$ cat src/hw/bscs_defs.svh
// offsets, field positions and reset values of the boot/security block
// assumes: included by bare name from the block's design files and its bench
`ifndef BSCS_DEFS_SVH
`define BSCS_DEFS_SVH

// ----------------------------------------------------------------------
// register byte addresses on the software bus
// ----------------------------------------------------------------------
`define BSCS_ADDR_SEC       8'h00
`define BSCS_ADDR_STATUS    8'h04
`define BSCS_ADDR_CTRL      8'h08
`define BSCS_ADDR_PROGCTL   8'h0C
`define BSCS_ADDR_MFG_ID    8'h10
`define BSCS_ADDR_DEV_ID    8'h14
`define BSCS_ADDR_TABLE     8'h18

// ----------------------------------------------------------------------
// loader-space location of the security byte
// ----------------------------------------------------------------------
`define BSCS_SEC_LOADER_ADDR 16'hFFFF

// ----------------------------------------------------------------------
// security byte fields (zero means active)
// ----------------------------------------------------------------------
`define BSCS_SEC_LOCK       0
`define BSCS_SEC_TBL_INH    1
`define BSCS_SEC_ENCRYPT    2
`define BSCS_SEC_OSC_HALF   7
`define BSCS_SEC_ERASED     8'hFF

// ----------------------------------------------------------------------
// control register fields
// ----------------------------------------------------------------------
`define BSCS_CTRL_PROG_MODE 0
`define BSCS_CTRL_ERASE_ALL 1
`define BSCS_PROGCTL_REBOOT 7

// ----------------------------------------------------------------------
// identification values, arbitrary
// ----------------------------------------------------------------------
`define BSCS_MFG_ID_VAL     8'h5A
`define BSCS_DEV_ID_VAL     8'hA5

// ----------------------------------------------------------------------
// bus response codes
// ----------------------------------------------------------------------
`define BSCS_RESP_OKAY      2'h0
`define BSCS_RESP_SLVERR    2'h2

`endif

$ cat src/hw/bscs_pkg.sv
// types shared by the boot/security block
// assumes: compiled before every design module of the block
package bscs_pkg;

  // ----------------------------------------------------------------------
  // write- and read-side handshake states, gray along the usual path
  // ----------------------------------------------------------------------
  typedef enum logic [1:0] {
    BSCS_W_IDLE = 2'b00,
    BSCS_W_RESP = 2'b01
  } bscs_wstate_t;

  typedef enum logic [1:0] {
    BSCS_R_IDLE = 2'b00,
    BSCS_R_DATA = 2'b01
  } bscs_rstate_t;

endpackage : bscs_pkg

$ cat src/hw/bscs_boot_latch.sv
// boot selection latch: samples strap pins during reset, holds until next reset
// assumes: straps synchronous to ref_clk and stable while reset is high
`timescale 1ns/1ps
`include "bscs_defs.svh"

module bscs_boot_latch (
  input  wire logic ref_clk,
  input  wire logic reset,
  input  wire logic boot_strap_a,
  input  wire logic boot_strap_b,
  input  wire logic boot_strap_c,
  output logic      forced_loader_boot
);

  typedef struct packed {
    logic sampled;
    logic forced;
  } bscs_latch_t;

  bscs_latch_t st_q;
  bscs_latch_t st_d;

  // ----------------------------------------------------------------------
  // sample once in the first reset cycle
  // ----------------------------------------------------------------------
  always_comb begin
    st_d         = st_q;
    st_d.sampled = reset;
    // an unknown flag at power-up misses the hold branch and samples
    if (reset && st_q.sampled) begin
      st_d.forced = st_q.forced;
    end else if (reset) begin
      st_d.forced = (!boot_strap_a && !boot_strap_b) || !boot_strap_c;
    end
  end

  // straps are data, not reset values, so they go through the clocked path
  always_ff @(posedge ref_clk) begin
    st_q <= st_d;
  end

  assign forced_loader_boot = st_q.forced;

endmodule : bscs_boot_latch

$ cat src/hw/bscs_p0_encoder.sv
// port-0 output encoder, registered
// assumes: key is a fixed parameter; byte stream synchronous to ref_clk
`timescale 1ns/1ps

module bscs_p0_encoder #(
  parameter logic [7:0] KEY = 8'h3C
) (
  input  wire logic       ref_clk,
  input  wire logic       reset,
  input  wire logic       enable,
  input  wire logic [7:0] din,
  output logic      [7:0] dout
);

  function automatic logic [7:0] bscs_scramble(input logic [7:0] d);
    bscs_scramble = {d[0], d[7:1]} ^ KEY;
  endfunction : bscs_scramble

  logic [7:0] dout_q;
  logic [7:0] dout_d;

  always_comb begin
    dout_d = enable ? bscs_scramble(din) : din;
  end

  always_ff @(posedge ref_clk) begin
    if (reset) begin
      dout_q <= 8'h00;
    end else begin
      dout_q <= dout_d;
    end
  end

  assign dout = dout_q;

endmodule : bscs_p0_encoder

$ cat src/hw/bscs_top.sv
// boot selection and code security block with an AXI4-Lite register slave
// assumes: single clock, synchronous active-high reset, AXI4-Lite master
`timescale 1ns/1ps
`include "bscs_defs.svh"

// Notes on behaviour
// - without a forced loader boot, execution starts from the application flash.
// - straps a and b both low, or strap c low, at reset select the loader flash.
// - setting registers cannot be reached while flash programming mode is on.
// - a security bit once cleared stays cleared until an erase-all or a reset.
// - manufacturer and device identity values are fixed and read only.
// - the security byte sits at the top address of the loader flash space.
// - with the lock bit zero, outside access to flash and settings is refused.
// - inhibit zero makes external-code table reads return external data only.
// - table reads from internal code may always reach both memories.
// - inhibit one puts no region limit on table reads.
// - with encryption on, port-0 data passes through the encoder.
// - encryption once on stays on until a whole-chip erase or a reset.
// - security bit 7 at zero halves the oscillator amplifier gain.
// - the soft-reboot bit reads one while running in forced loader boot.
module bscs_top (
  input  wire logic        ref_clk,
  input  wire logic        reset,
  input  wire logic        boot_strap_a,
  input  wire logic        boot_strap_b,
  input  wire logic        boot_strap_c,
  input  wire logic        tbl_fetch_external,
  input  wire logic        tbl_target_internal,
  input  wire logic        ext_flash_req,
  input  wire logic [15:0] ext_flash_addr,
  input  wire logic        ext_flash_loader,
  input  wire logic [7:0]  p0_data_in,
  output logic [7:0]       p0_data_out,
  output logic             boot_from_loader,
  output logic             tbl_internal_grant,
  output logic             ext_flash_grant,
  output logic             ext_sec_hit,
  output logic             osc_gain_half,
  output logic             encrypt_active,
  input  wire logic [7:0]  s_axi_awaddr,
  input  wire logic        s_axi_awvalid,
  output logic             s_axi_awready,
  input  wire logic [31:0] s_axi_wdata,
  input  wire logic [3:0]  s_axi_wstrb,
  input  wire logic        s_axi_wvalid,
  output logic             s_axi_wready,
  output logic [1:0]       s_axi_bresp,
  output logic             s_axi_bvalid,
  input  wire logic        s_axi_bready,
  input  wire logic [7:0]  s_axi_araddr,
  input  wire logic        s_axi_arvalid,
  output logic             s_axi_arready,
  output logic [31:0]      s_axi_rdata,
  output logic [1:0]       s_axi_rresp,
  output logic             s_axi_rvalid,
  input  wire logic        s_axi_rready
);

  // ----------------------------------------------------------------------
  // state
  // ----------------------------------------------------------------------
  typedef struct packed {
    bscs_pkg::bscs_wstate_t ws;
    bscs_pkg::bscs_rstate_t rs;
    logic                   aw_have;
    logic                   w_have;
    logic [7:0]             awaddr;
    logic [31:0]            wdata;
    logic                   wlane0;
    logic [1:0]             bresp;
    logic [31:0]            rdata;
    logic [1:0]             rresp;
    logic [7:0]             sec;
    logic                   prog_mode;
    logic                   boot_ldr;
    logic                   tbl_grant;
    logic                   ext_grant;
    logic                   sec_hit;
    logic                   osc_half;
    logic                   enc_on;
  } bscs_state_t;

  bscs_state_t st_q;
  bscs_state_t st_d;
  logic        forced_loader_boot;

  // ----------------------------------------------------------------------
  // submodules
  // ----------------------------------------------------------------------
  bscs_boot_latch u_boot (
    .ref_clk            (ref_clk),
    .reset              (reset),
    .boot_strap_a       (boot_strap_a),
    .boot_strap_b       (boot_strap_b),
    .boot_strap_c       (boot_strap_c),
    .forced_loader_boot (forced_loader_boot)
  );

  bscs_p0_encoder u_enc (
    .ref_clk (ref_clk),
    .reset   (reset),
    .enable  (st_q.enc_on),
    .din     (p0_data_in),
    .dout    (p0_data_out)
  );

  // ----------------------------------------------------------------------
  // helpers
  // ----------------------------------------------------------------------
  function automatic logic bscs_settings_open(input bscs_state_t s);
    // locked or programming mode both close the setting registers
    bscs_settings_open = !s.prog_mode && s.sec[`BSCS_SEC_LOCK];
  endfunction : bscs_settings_open

  function automatic logic [31:0] bscs_read(input bscs_state_t s, input logic [7:0] a);
    bscs_read = 32'h0000_0000;
    unique case (a)
      `BSCS_ADDR_SEC:     bscs_read = {24'h00_0000, s.sec};
      `BSCS_ADDR_STATUS:  bscs_read = {26'h000_0000, s.enc_on, s.osc_half,
                                       !s.sec[`BSCS_SEC_LOCK], s.boot_ldr};
      `BSCS_ADDR_CTRL:    bscs_read = {31'h0000_0000, s.prog_mode};
      `BSCS_ADDR_PROGCTL: bscs_read = {24'h00_0000, s.boot_ldr, 7'h00};
      `BSCS_ADDR_MFG_ID:  bscs_read = {24'h00_0000, `BSCS_MFG_ID_VAL};
      `BSCS_ADDR_DEV_ID:  bscs_read = {24'h00_0000, `BSCS_DEV_ID_VAL};
      default:            bscs_read = 32'h0000_0000;
    endcase
  endfunction : bscs_read

  function automatic logic bscs_mapped(input logic [7:0] a);
    bscs_mapped = (a == `BSCS_ADDR_SEC) || (a == `BSCS_ADDR_STATUS) ||
                  (a == `BSCS_ADDR_CTRL) || (a == `BSCS_ADDR_PROGCTL) ||
                  (a == `BSCS_ADDR_MFG_ID) || (a == `BSCS_ADDR_DEV_ID);
  endfunction : bscs_mapped

  // ----------------------------------------------------------------------
  // next state
  // ----------------------------------------------------------------------
  always_comb begin
    st_d = st_q;
    st_d.boot_ldr = forced_loader_boot;
    // write address and data may arrive in either order
    if (s_axi_awvalid && !st_q.aw_have && st_q.ws == bscs_pkg::BSCS_W_IDLE) begin
      st_d.aw_have = 1'b1;
      st_d.awaddr  = {s_axi_awaddr[7:2], 2'b00};
    end
    if (s_axi_wvalid && !st_q.w_have && st_q.ws == bscs_pkg::BSCS_W_IDLE) begin
      st_d.w_have = 1'b1;
      st_d.wdata  = s_axi_wdata;
      st_d.wlane0 = s_axi_wstrb[0];
    end
    unique case (st_q.ws)
      bscs_pkg::BSCS_W_IDLE: begin
        if (st_q.aw_have && st_q.w_have) begin
          st_d.aw_have = 1'b0;
          st_d.w_have  = 1'b0;
          st_d.ws      = bscs_pkg::BSCS_W_RESP;
          st_d.bresp   = `BSCS_RESP_OKAY;
          if (!bscs_mapped(st_q.awaddr)) begin
            st_d.bresp = `BSCS_RESP_SLVERR;
          end else if (st_q.awaddr == `BSCS_ADDR_CTRL) begin
            if (st_q.wlane0) begin
              st_d.prog_mode = st_q.wdata[`BSCS_CTRL_PROG_MODE];
              if (st_q.wdata[`BSCS_CTRL_ERASE_ALL] && !st_q.wdata[`BSCS_CTRL_PROG_MODE]) begin
                st_d.sec = `BSCS_SEC_ERASED;
              end
            end
          end else if (st_q.awaddr == `BSCS_ADDR_SEC && bscs_settings_open(st_q)) begin
            // only one-to-zero moves are possible
            if (st_q.wlane0) begin
              st_d.sec = st_q.sec & st_q.wdata[7:0];
            end
          end else begin
            // ids, status, locked or programming-mode settings: refused
            st_d.bresp = `BSCS_RESP_SLVERR;
          end
        end
      end
      bscs_pkg::BSCS_W_RESP: begin
        if (s_axi_bready) begin
          st_d.ws = bscs_pkg::BSCS_W_IDLE;
        end
      end
      default: st_d.ws = bscs_pkg::BSCS_W_IDLE;
    endcase
    unique case (st_q.rs)
      bscs_pkg::BSCS_R_IDLE: begin
        if (s_axi_arvalid) begin
          st_d.rs    = bscs_pkg::BSCS_R_DATA;
          st_d.rdata = bscs_read(st_q, {s_axi_araddr[7:2], 2'b00});
          st_d.rresp = `BSCS_RESP_OKAY;
          if (!bscs_mapped({s_axi_araddr[7:2], 2'b00})) begin
            st_d.rresp = `BSCS_RESP_SLVERR;
          end else if ({s_axi_araddr[7:2], 2'b00} == `BSCS_ADDR_SEC ||
                       {s_axi_araddr[7:2], 2'b00} == `BSCS_ADDR_MFG_ID ||
                       {s_axi_araddr[7:2], 2'b00} == `BSCS_ADDR_DEV_ID) begin
            if (!bscs_settings_open(st_q)) begin
              st_d.rdata = 32'h0000_0000;
              st_d.rresp = `BSCS_RESP_SLVERR;
            end
          end
        end
      end
      bscs_pkg::BSCS_R_DATA: begin
        if (s_axi_rready) begin
          st_d.rs = bscs_pkg::BSCS_R_IDLE;
        end
      end
      default: st_d.rs = bscs_pkg::BSCS_R_IDLE;
    endcase
    // table-read region gate
    st_d.tbl_grant = !tbl_target_internal || !tbl_fetch_external ||
                     st_d.sec[`BSCS_SEC_TBL_INH];
    // outside programmer access to flash contents
    st_d.ext_grant = ext_flash_req && st_d.sec[`BSCS_SEC_LOCK];
    st_d.sec_hit   = ext_flash_req && ext_flash_loader &&
                     ext_flash_addr == `BSCS_SEC_LOADER_ADDR && !st_d.prog_mode &&
                     st_d.sec[`BSCS_SEC_LOCK];
    st_d.osc_half  = !st_d.sec[`BSCS_SEC_OSC_HALF];
    st_d.enc_on    = !st_d.sec[`BSCS_SEC_ENCRYPT];
  end

  // ----------------------------------------------------------------------
  // registers
  // ----------------------------------------------------------------------
  // security byte has no documented reset; erased value used at reset
  always_ff @(posedge ref_clk) begin
    if (reset) begin
      st_q          <= '0;
      st_q.ws       <= bscs_pkg::BSCS_W_IDLE;
      st_q.rs       <= bscs_pkg::BSCS_R_IDLE;
      st_q.sec      <= `BSCS_SEC_ERASED;
    end else begin
      st_q <= st_d;
    end
  end

  assign boot_from_loader   = st_q.boot_ldr;
  assign tbl_internal_grant = st_q.tbl_grant;
  assign ext_flash_grant    = st_q.ext_grant;
  assign ext_sec_hit        = st_q.sec_hit;
  assign osc_gain_half      = st_q.osc_half;
  assign encrypt_active     = st_q.enc_on;
  assign s_axi_awready      = st_q.ws == bscs_pkg::BSCS_W_IDLE && !st_q.aw_have;
  assign s_axi_wready       = st_q.ws == bscs_pkg::BSCS_W_IDLE && !st_q.w_have;
  assign s_axi_bvalid       = st_q.ws == bscs_pkg::BSCS_W_RESP;
  assign s_axi_bresp        = st_q.bresp;
  assign s_axi_arready      = st_q.rs == bscs_pkg::BSCS_R_IDLE;
  assign s_axi_rvalid       = st_q.rs == bscs_pkg::BSCS_R_DATA;
  assign s_axi_rdata        = st_q.rdata;
  assign s_axi_rresp        = st_q.rresp;

  // ----------------------------------------------------------------------
  // checks
  // ----------------------------------------------------------------------
  property p_boot_app;
    @(posedge ref_clk) disable iff (reset)
      !forced_loader_boot |=> !boot_from_loader;
  endproperty
  a_boot_app: assert property (p_boot_app) else $error("boot source not application");

  property p_reboot_bit;
    @(posedge ref_clk) disable iff (reset)
      (s_axi_arvalid && s_axi_arready && s_axi_araddr == `BSCS_ADDR_PROGCTL && boot_from_loader
       && forced_loader_boot) |=> s_axi_rvalid && s_axi_rdata[`BSCS_PROGCTL_REBOOT];
  endproperty
  a_reboot_bit: assert property (p_reboot_bit) else $error("reboot bit not one");

  property p_sticky;
    @(posedge ref_clk) disable iff (reset)
      (!st_q.sec[`BSCS_SEC_LOCK] && !(st_q.ws == bscs_pkg::BSCS_W_IDLE && st_q.aw_have &&
       st_q.w_have && st_q.awaddr == `BSCS_ADDR_CTRL)) |=> !st_q.sec[`BSCS_SEC_LOCK];
  endproperty
  a_sticky: assert property (p_sticky) else $error("security bit returned to one");

  property p_lock_ext;
    @(posedge ref_clk) disable iff (reset)
      (!st_q.sec[`BSCS_SEC_LOCK] ##1 !st_q.sec[`BSCS_SEC_LOCK]) |-> !ext_flash_grant;
  endproperty
  a_lock_ext: assert property (p_lock_ext) else $error("locked flash access granted");

  property p_tbl;
    @(posedge ref_clk) disable iff (reset)
      (tbl_fetch_external && tbl_target_internal && !st_q.sec[`BSCS_SEC_TBL_INH] &&
       !$changed(st_q.sec)) |=> !tbl_internal_grant;
  endproperty
  a_tbl: assert property (p_tbl) else $error("table read reached internal flash");

  property p_tbl_int;
    @(posedge ref_clk) disable iff (reset)
      !reset && !tbl_fetch_external |=> tbl_internal_grant;
  endproperty
  a_tbl_int: assert property (p_tbl_int) else $error("internal table read refused");

  property p_osc;
    @(posedge ref_clk) disable iff (reset)
      $fell(st_q.sec[`BSCS_SEC_OSC_HALF]) |=> osc_gain_half [*2];
  endproperty
  a_osc: assert property (p_osc) else $error("gain not halved");

  property p_prog_block;
    @(posedge ref_clk) disable iff (reset)
      (s_axi_arvalid && s_axi_arready && st_q.prog_mode &&
       s_axi_araddr == `BSCS_ADDR_MFG_ID) |=> s_axi_rvalid && s_axi_rresp == `BSCS_RESP_SLVERR;
  endproperty
  a_prog_block: assert property (p_prog_block) else $error("id read in programming mode");

endmodule : bscs_top

$ cat config.mk
export PLATFORM = sky130hd
export DESIGN_NAME = bscs_top
export DESIGN_NICKNAME = d
export VERILOG_FILES = /design/src/hw/bscs_pkg.sv /design/src/hw/bscs_boot_latch.sv /design/src/hw/bscs_p0_encoder.sv /design/src/hw/bscs_top.sv
export VERILOG_INCLUDE_DIRS = /design/src /design/src/hw
export SDC_FILE = /design/constraint.sdc
export NUM_CORES = 1
export LEC_CHECK = 0
export BUFFER_PORTS_ARGS = -buffer_cell sky130_fd_sc_hd__buf_2
export CORE_ASPECT_RATIO = 0.7
export CORE_UTILIZATION = 35
export DETAILED_ROUTE_END_ITERATION = 16
export PLACE_DENSITY_LB_ADDON = 0.12
export SLEW_MARGIN = 40
export SYNTH_ARGS = -nofsm -noshare
export SYNTH_HDL_FRONTEND = slang
export SYNTH_SLANG_ARGS = --single-unit
$ cat constraint.sdc
create_clock -name ref_clk -period 1.7 [get_ports ref_clk]
set_input_delay 0.17 -clock ref_clk [delete_from_list [all_inputs] [get_ports ref_clk]]
set_output_delay 0.17 -clock ref_clk [all_outputs]
set_load 0.05 [all_outputs]
==> results.py <==
metrics = {
    "grt": {
        "grt_pass1_vias": 1724,
        "busiest_layer": "met2",
        "use_met2_pct": 20.33,
        "globalRouteMet1Util_pct": 19.88,
        "grt_pass1_wl_mm": 7.790,
        "grt_max_degree": 20,
        "grt_use_met3_pct": 3.707,
        "overflow": 0,
        "grt.total_usage_pct": 13.90,
        "antenna_found_initial": 0,
    },
    "yosys": {
        "synthAdderAreaFrac_pct": 0,
        "synthArstFlopShare_pct": 0,
        "synth.area.mux_share_pct": 4.628,
        "ys.flop_type": "dfxtp_1",
        "seq_area_frac_synth_pct": 45.35,
        "synth.most_common_cell": "dfxtp_1",
        "yosys.area_share.simple_pct": 21.42,
        "syn_area_per_cell_um2": 8.655,
        "synth_edf_count": 1,
        "yosysTopAreaCellShare_pct": 44.10,
        "synth-compound-area-share_pct": 14.25,
        "synth-xor-area-share_pct": 0,
        "synth_area_um2": 2406,
        "synth_warnings": 0,
        "synth_area_leaders": "dfxtp_1, buf_4, a21oi_1",
        "syn_inst": 278,
        "ys_ff_latch": 54,
        "synth_top_family_by_area": "simple AND/OR/NAND/NOR gates",
        "synth_top_area_cell": "dfxtp_1",
        "yosys.cell_types.count": 42,
        "synth_commonest_cells": "dfxtp_1, buf_4, nor2_1",
    },
    "worst_hold_path": {
        "holdPathStages": 2,
        "hold_path_class": "in -> reg",
    },
    "clocking": {
        "clockBufferDepth": 2,
        "clk_pin_slew_ns": 0.09,
        "cts_sinks": 54,
        "cts_buffers": 5,
        "insertion_delay_ns": 0.30,
        "root_buffer": "clkbuf_8",
        "cts_max_level": 2,
        "cts_tree": "yes",
    },
    "worst_setup_path": {
        "criticalPathCategory": "reg -> reg",
        "cp-start-kind": "flip-flop",
        "required_ns": 1.94,
        "end_kind": "flip-flop",
        "ff2ff_path_depth": 4,
        "critPathMaxFanout": 6,
        "arrival_ns": 1.81,
        "r2r_setup_slack_ns": 0.14,
    },
    "sta": {
        "slew_violations": 0,
        "max_freq_mhz": 639.0,
        "fin_setup_tns_ns": 0,
        "period_minus_slack_ns": 1.565,
        "rsz0062_at_grt": "false",
        "finClkSkew_ns": 0.005575,
        "setup_ws_ns": 0.1352,
        "finalSetupViolations": 0,
        "fin_crit_sh_pct": 92.05,
        "hold_viol": 0,
    },
    "power": {
        "p_comb_share_pct": 20.7,
        "clkPwrFrac_pct": 26.5,
        "seqPwrFrac_pct": 52.8,
        "netSwitchingPower_mw": 0.8215,
        "internal_power_mw": 1.758,
        "ir_worst_vdd_mv": 0.4239,
        "powerDensity_nw_per_um2": 898.8,
        "p_leak_nw": 1.325,
        "switching_share_pct": 31.84,
    },
    "die": {
        "die_w_um": 101.1,
        "start_util_pct": 37.44,
        "dieHeight_um": 71.37,
        "die_area_um2": 7216,
        "coreArea_um2": 6426,
        "rows": 24,
        "ios": 145,
    },
    "cells_and_area": {
        "fin_cells": 446,
        "num_antenna_cells": 0,
        "multiInputGateArea_um2": 1085,
        "drive_gt1_share_pct": 30.99,
        "ff_latch_area_um2": 1094,
        "fillers": 700,
        "area_delta_synth_final_pct": 19.29,
        "fin_nets": 445,
        "utilization_pct": 44.67,
        "stdcell_area_um2": 2870,
    },
    "detailed_routing": {
        "dr_total_vias": 1991,
        "drtIter0Drc": 34,
        "drt-pass1-iter-count": 5,
        "wl_per_cell_um": 11.27,
        "ant_nets": 0,
        "via_per_inst": 4.464,
        "wl_mm": 5.025,
        "remaining_drc_errors": 0,
    },
    "place": {
        "dp_slack_ns": 0.06452,
        "dp.cells": 439,
        "portBuffers": 87,
        "dp_hpwl_mm": 3.825,
        "place_congestion": 0.8184,
        "dpl-instance-area_um2": 2775,
    },
    "outcome": {
        "status": "completed",
    },
    "run": {
        "cap_viol_max_count": 0,
    },
}
[kinds of logic after synthesis]
logic type	Yosys count
buf+inv	55
flops	54
compound gates	55
simple gates	102
other cells	1
mux	11
[metrics by stage]
stage,hold slack (ns),power (mW)
finish,0.04569,2.580
global route,0.04233,2.693
CTS,0.03139,2.607
detailed placement,0.3669,1.925
global placement,0.3654,1.920
floorplan,0.1977,1.833
[per-layer routing]
metal | vias to the layer above | wire (um)
li1 | 1033 | -
met1 | 882 | 2630
met2 | 71 | 2040
met3 | 5 | 314
met4 | 0 | 39
met5 | - | 0
[cells in the final DEF (no fill, tap or decap), drive strengths merged, types with 6 or more instances in the layout]
| master | netlist | layout |
|---|---|---|
| buf | 38 | 91 |
| dfxtp | 53 | 53 |
| nor2 | 31 | 31 |
| nand2 | 30 | 30 |
| a21oi | 27 | 27 |
| conb | 1 | 26 |
| mux2i | 10 | 10 |
| inv | 9 | 10 |
| nand2b | 9 | 9 |
| o21ai | 9 | 9 |
| nand4 | 6 | 6 |
| clkbuf | 8 | 6 |
[state kept, by name, indices dropped and copies added, names as in the netlist]
name	flops
boot_from_loader	1
encrypt_active	1
ext_flash_grant	1
ext_sec_hit	1
osc_gain_half	1
s_axi_bresp	1
s_axi_rdata	8
s_axi_rresp	1
st_q	28
tbl_internal_grant	1
u_boot.forced_loader_boot	1
u_boot.st_q	1
u_enc.dout	8
[final timing paths]
kind	from	end
worst min-delay path	tbl_fetch_external	tbl_internal_grant
worst max register to register	st_q[7]	s_axi_rdata[3]
worst min register to register	s_axi_rdata[7]	s_axi_rdata[7]
worst max-delay path	st_q[7]	s_axi_rdata[3]
[cell type report]
cell class                 count  area share (%)
sequential                    54           38.10
multi-input combinational    194           37.79
timing repair buffer          91           16.22
tap                           91           3.967
clock buffer                   6           2.528
inverter                       9           1.177
clock inverter                 1          0.2180
[worst max-delay path, cell delays in order, from the launching register on]
cell and delay, ns:
dfxtp_2 0.39, or3b_4 0.43, a2111oi_4 0.38, o211ai_1 0.16, a21oi_1 0.14
[power by group through the flow]
| stage | clock network, mW | registers, mW | logic, mW |
|---|---|---|---|
| CTS | 0.710 | 1.36 | 0.535 |
| floorplan | 0 | 1.44 | 0.391 |
| global route | 0.745 | 1.37 | 0.578 |
| global placement | 0 | 1.39 | 0.529 |
| detailed placement | 0 | 1.39 | 0.534 |
| finish | 0.683 | 1.36 | 0.535 |
[what timing repair did]
action                                  CTS  global route
buffers inserted                          0             0
endpoints found under the setup margin    0             7
hold endpoints to repair                  0             0
hold buffers                              0             0
gates resized for setup                   0             4
Note: power is estimated with default switching activity, not from simulation.
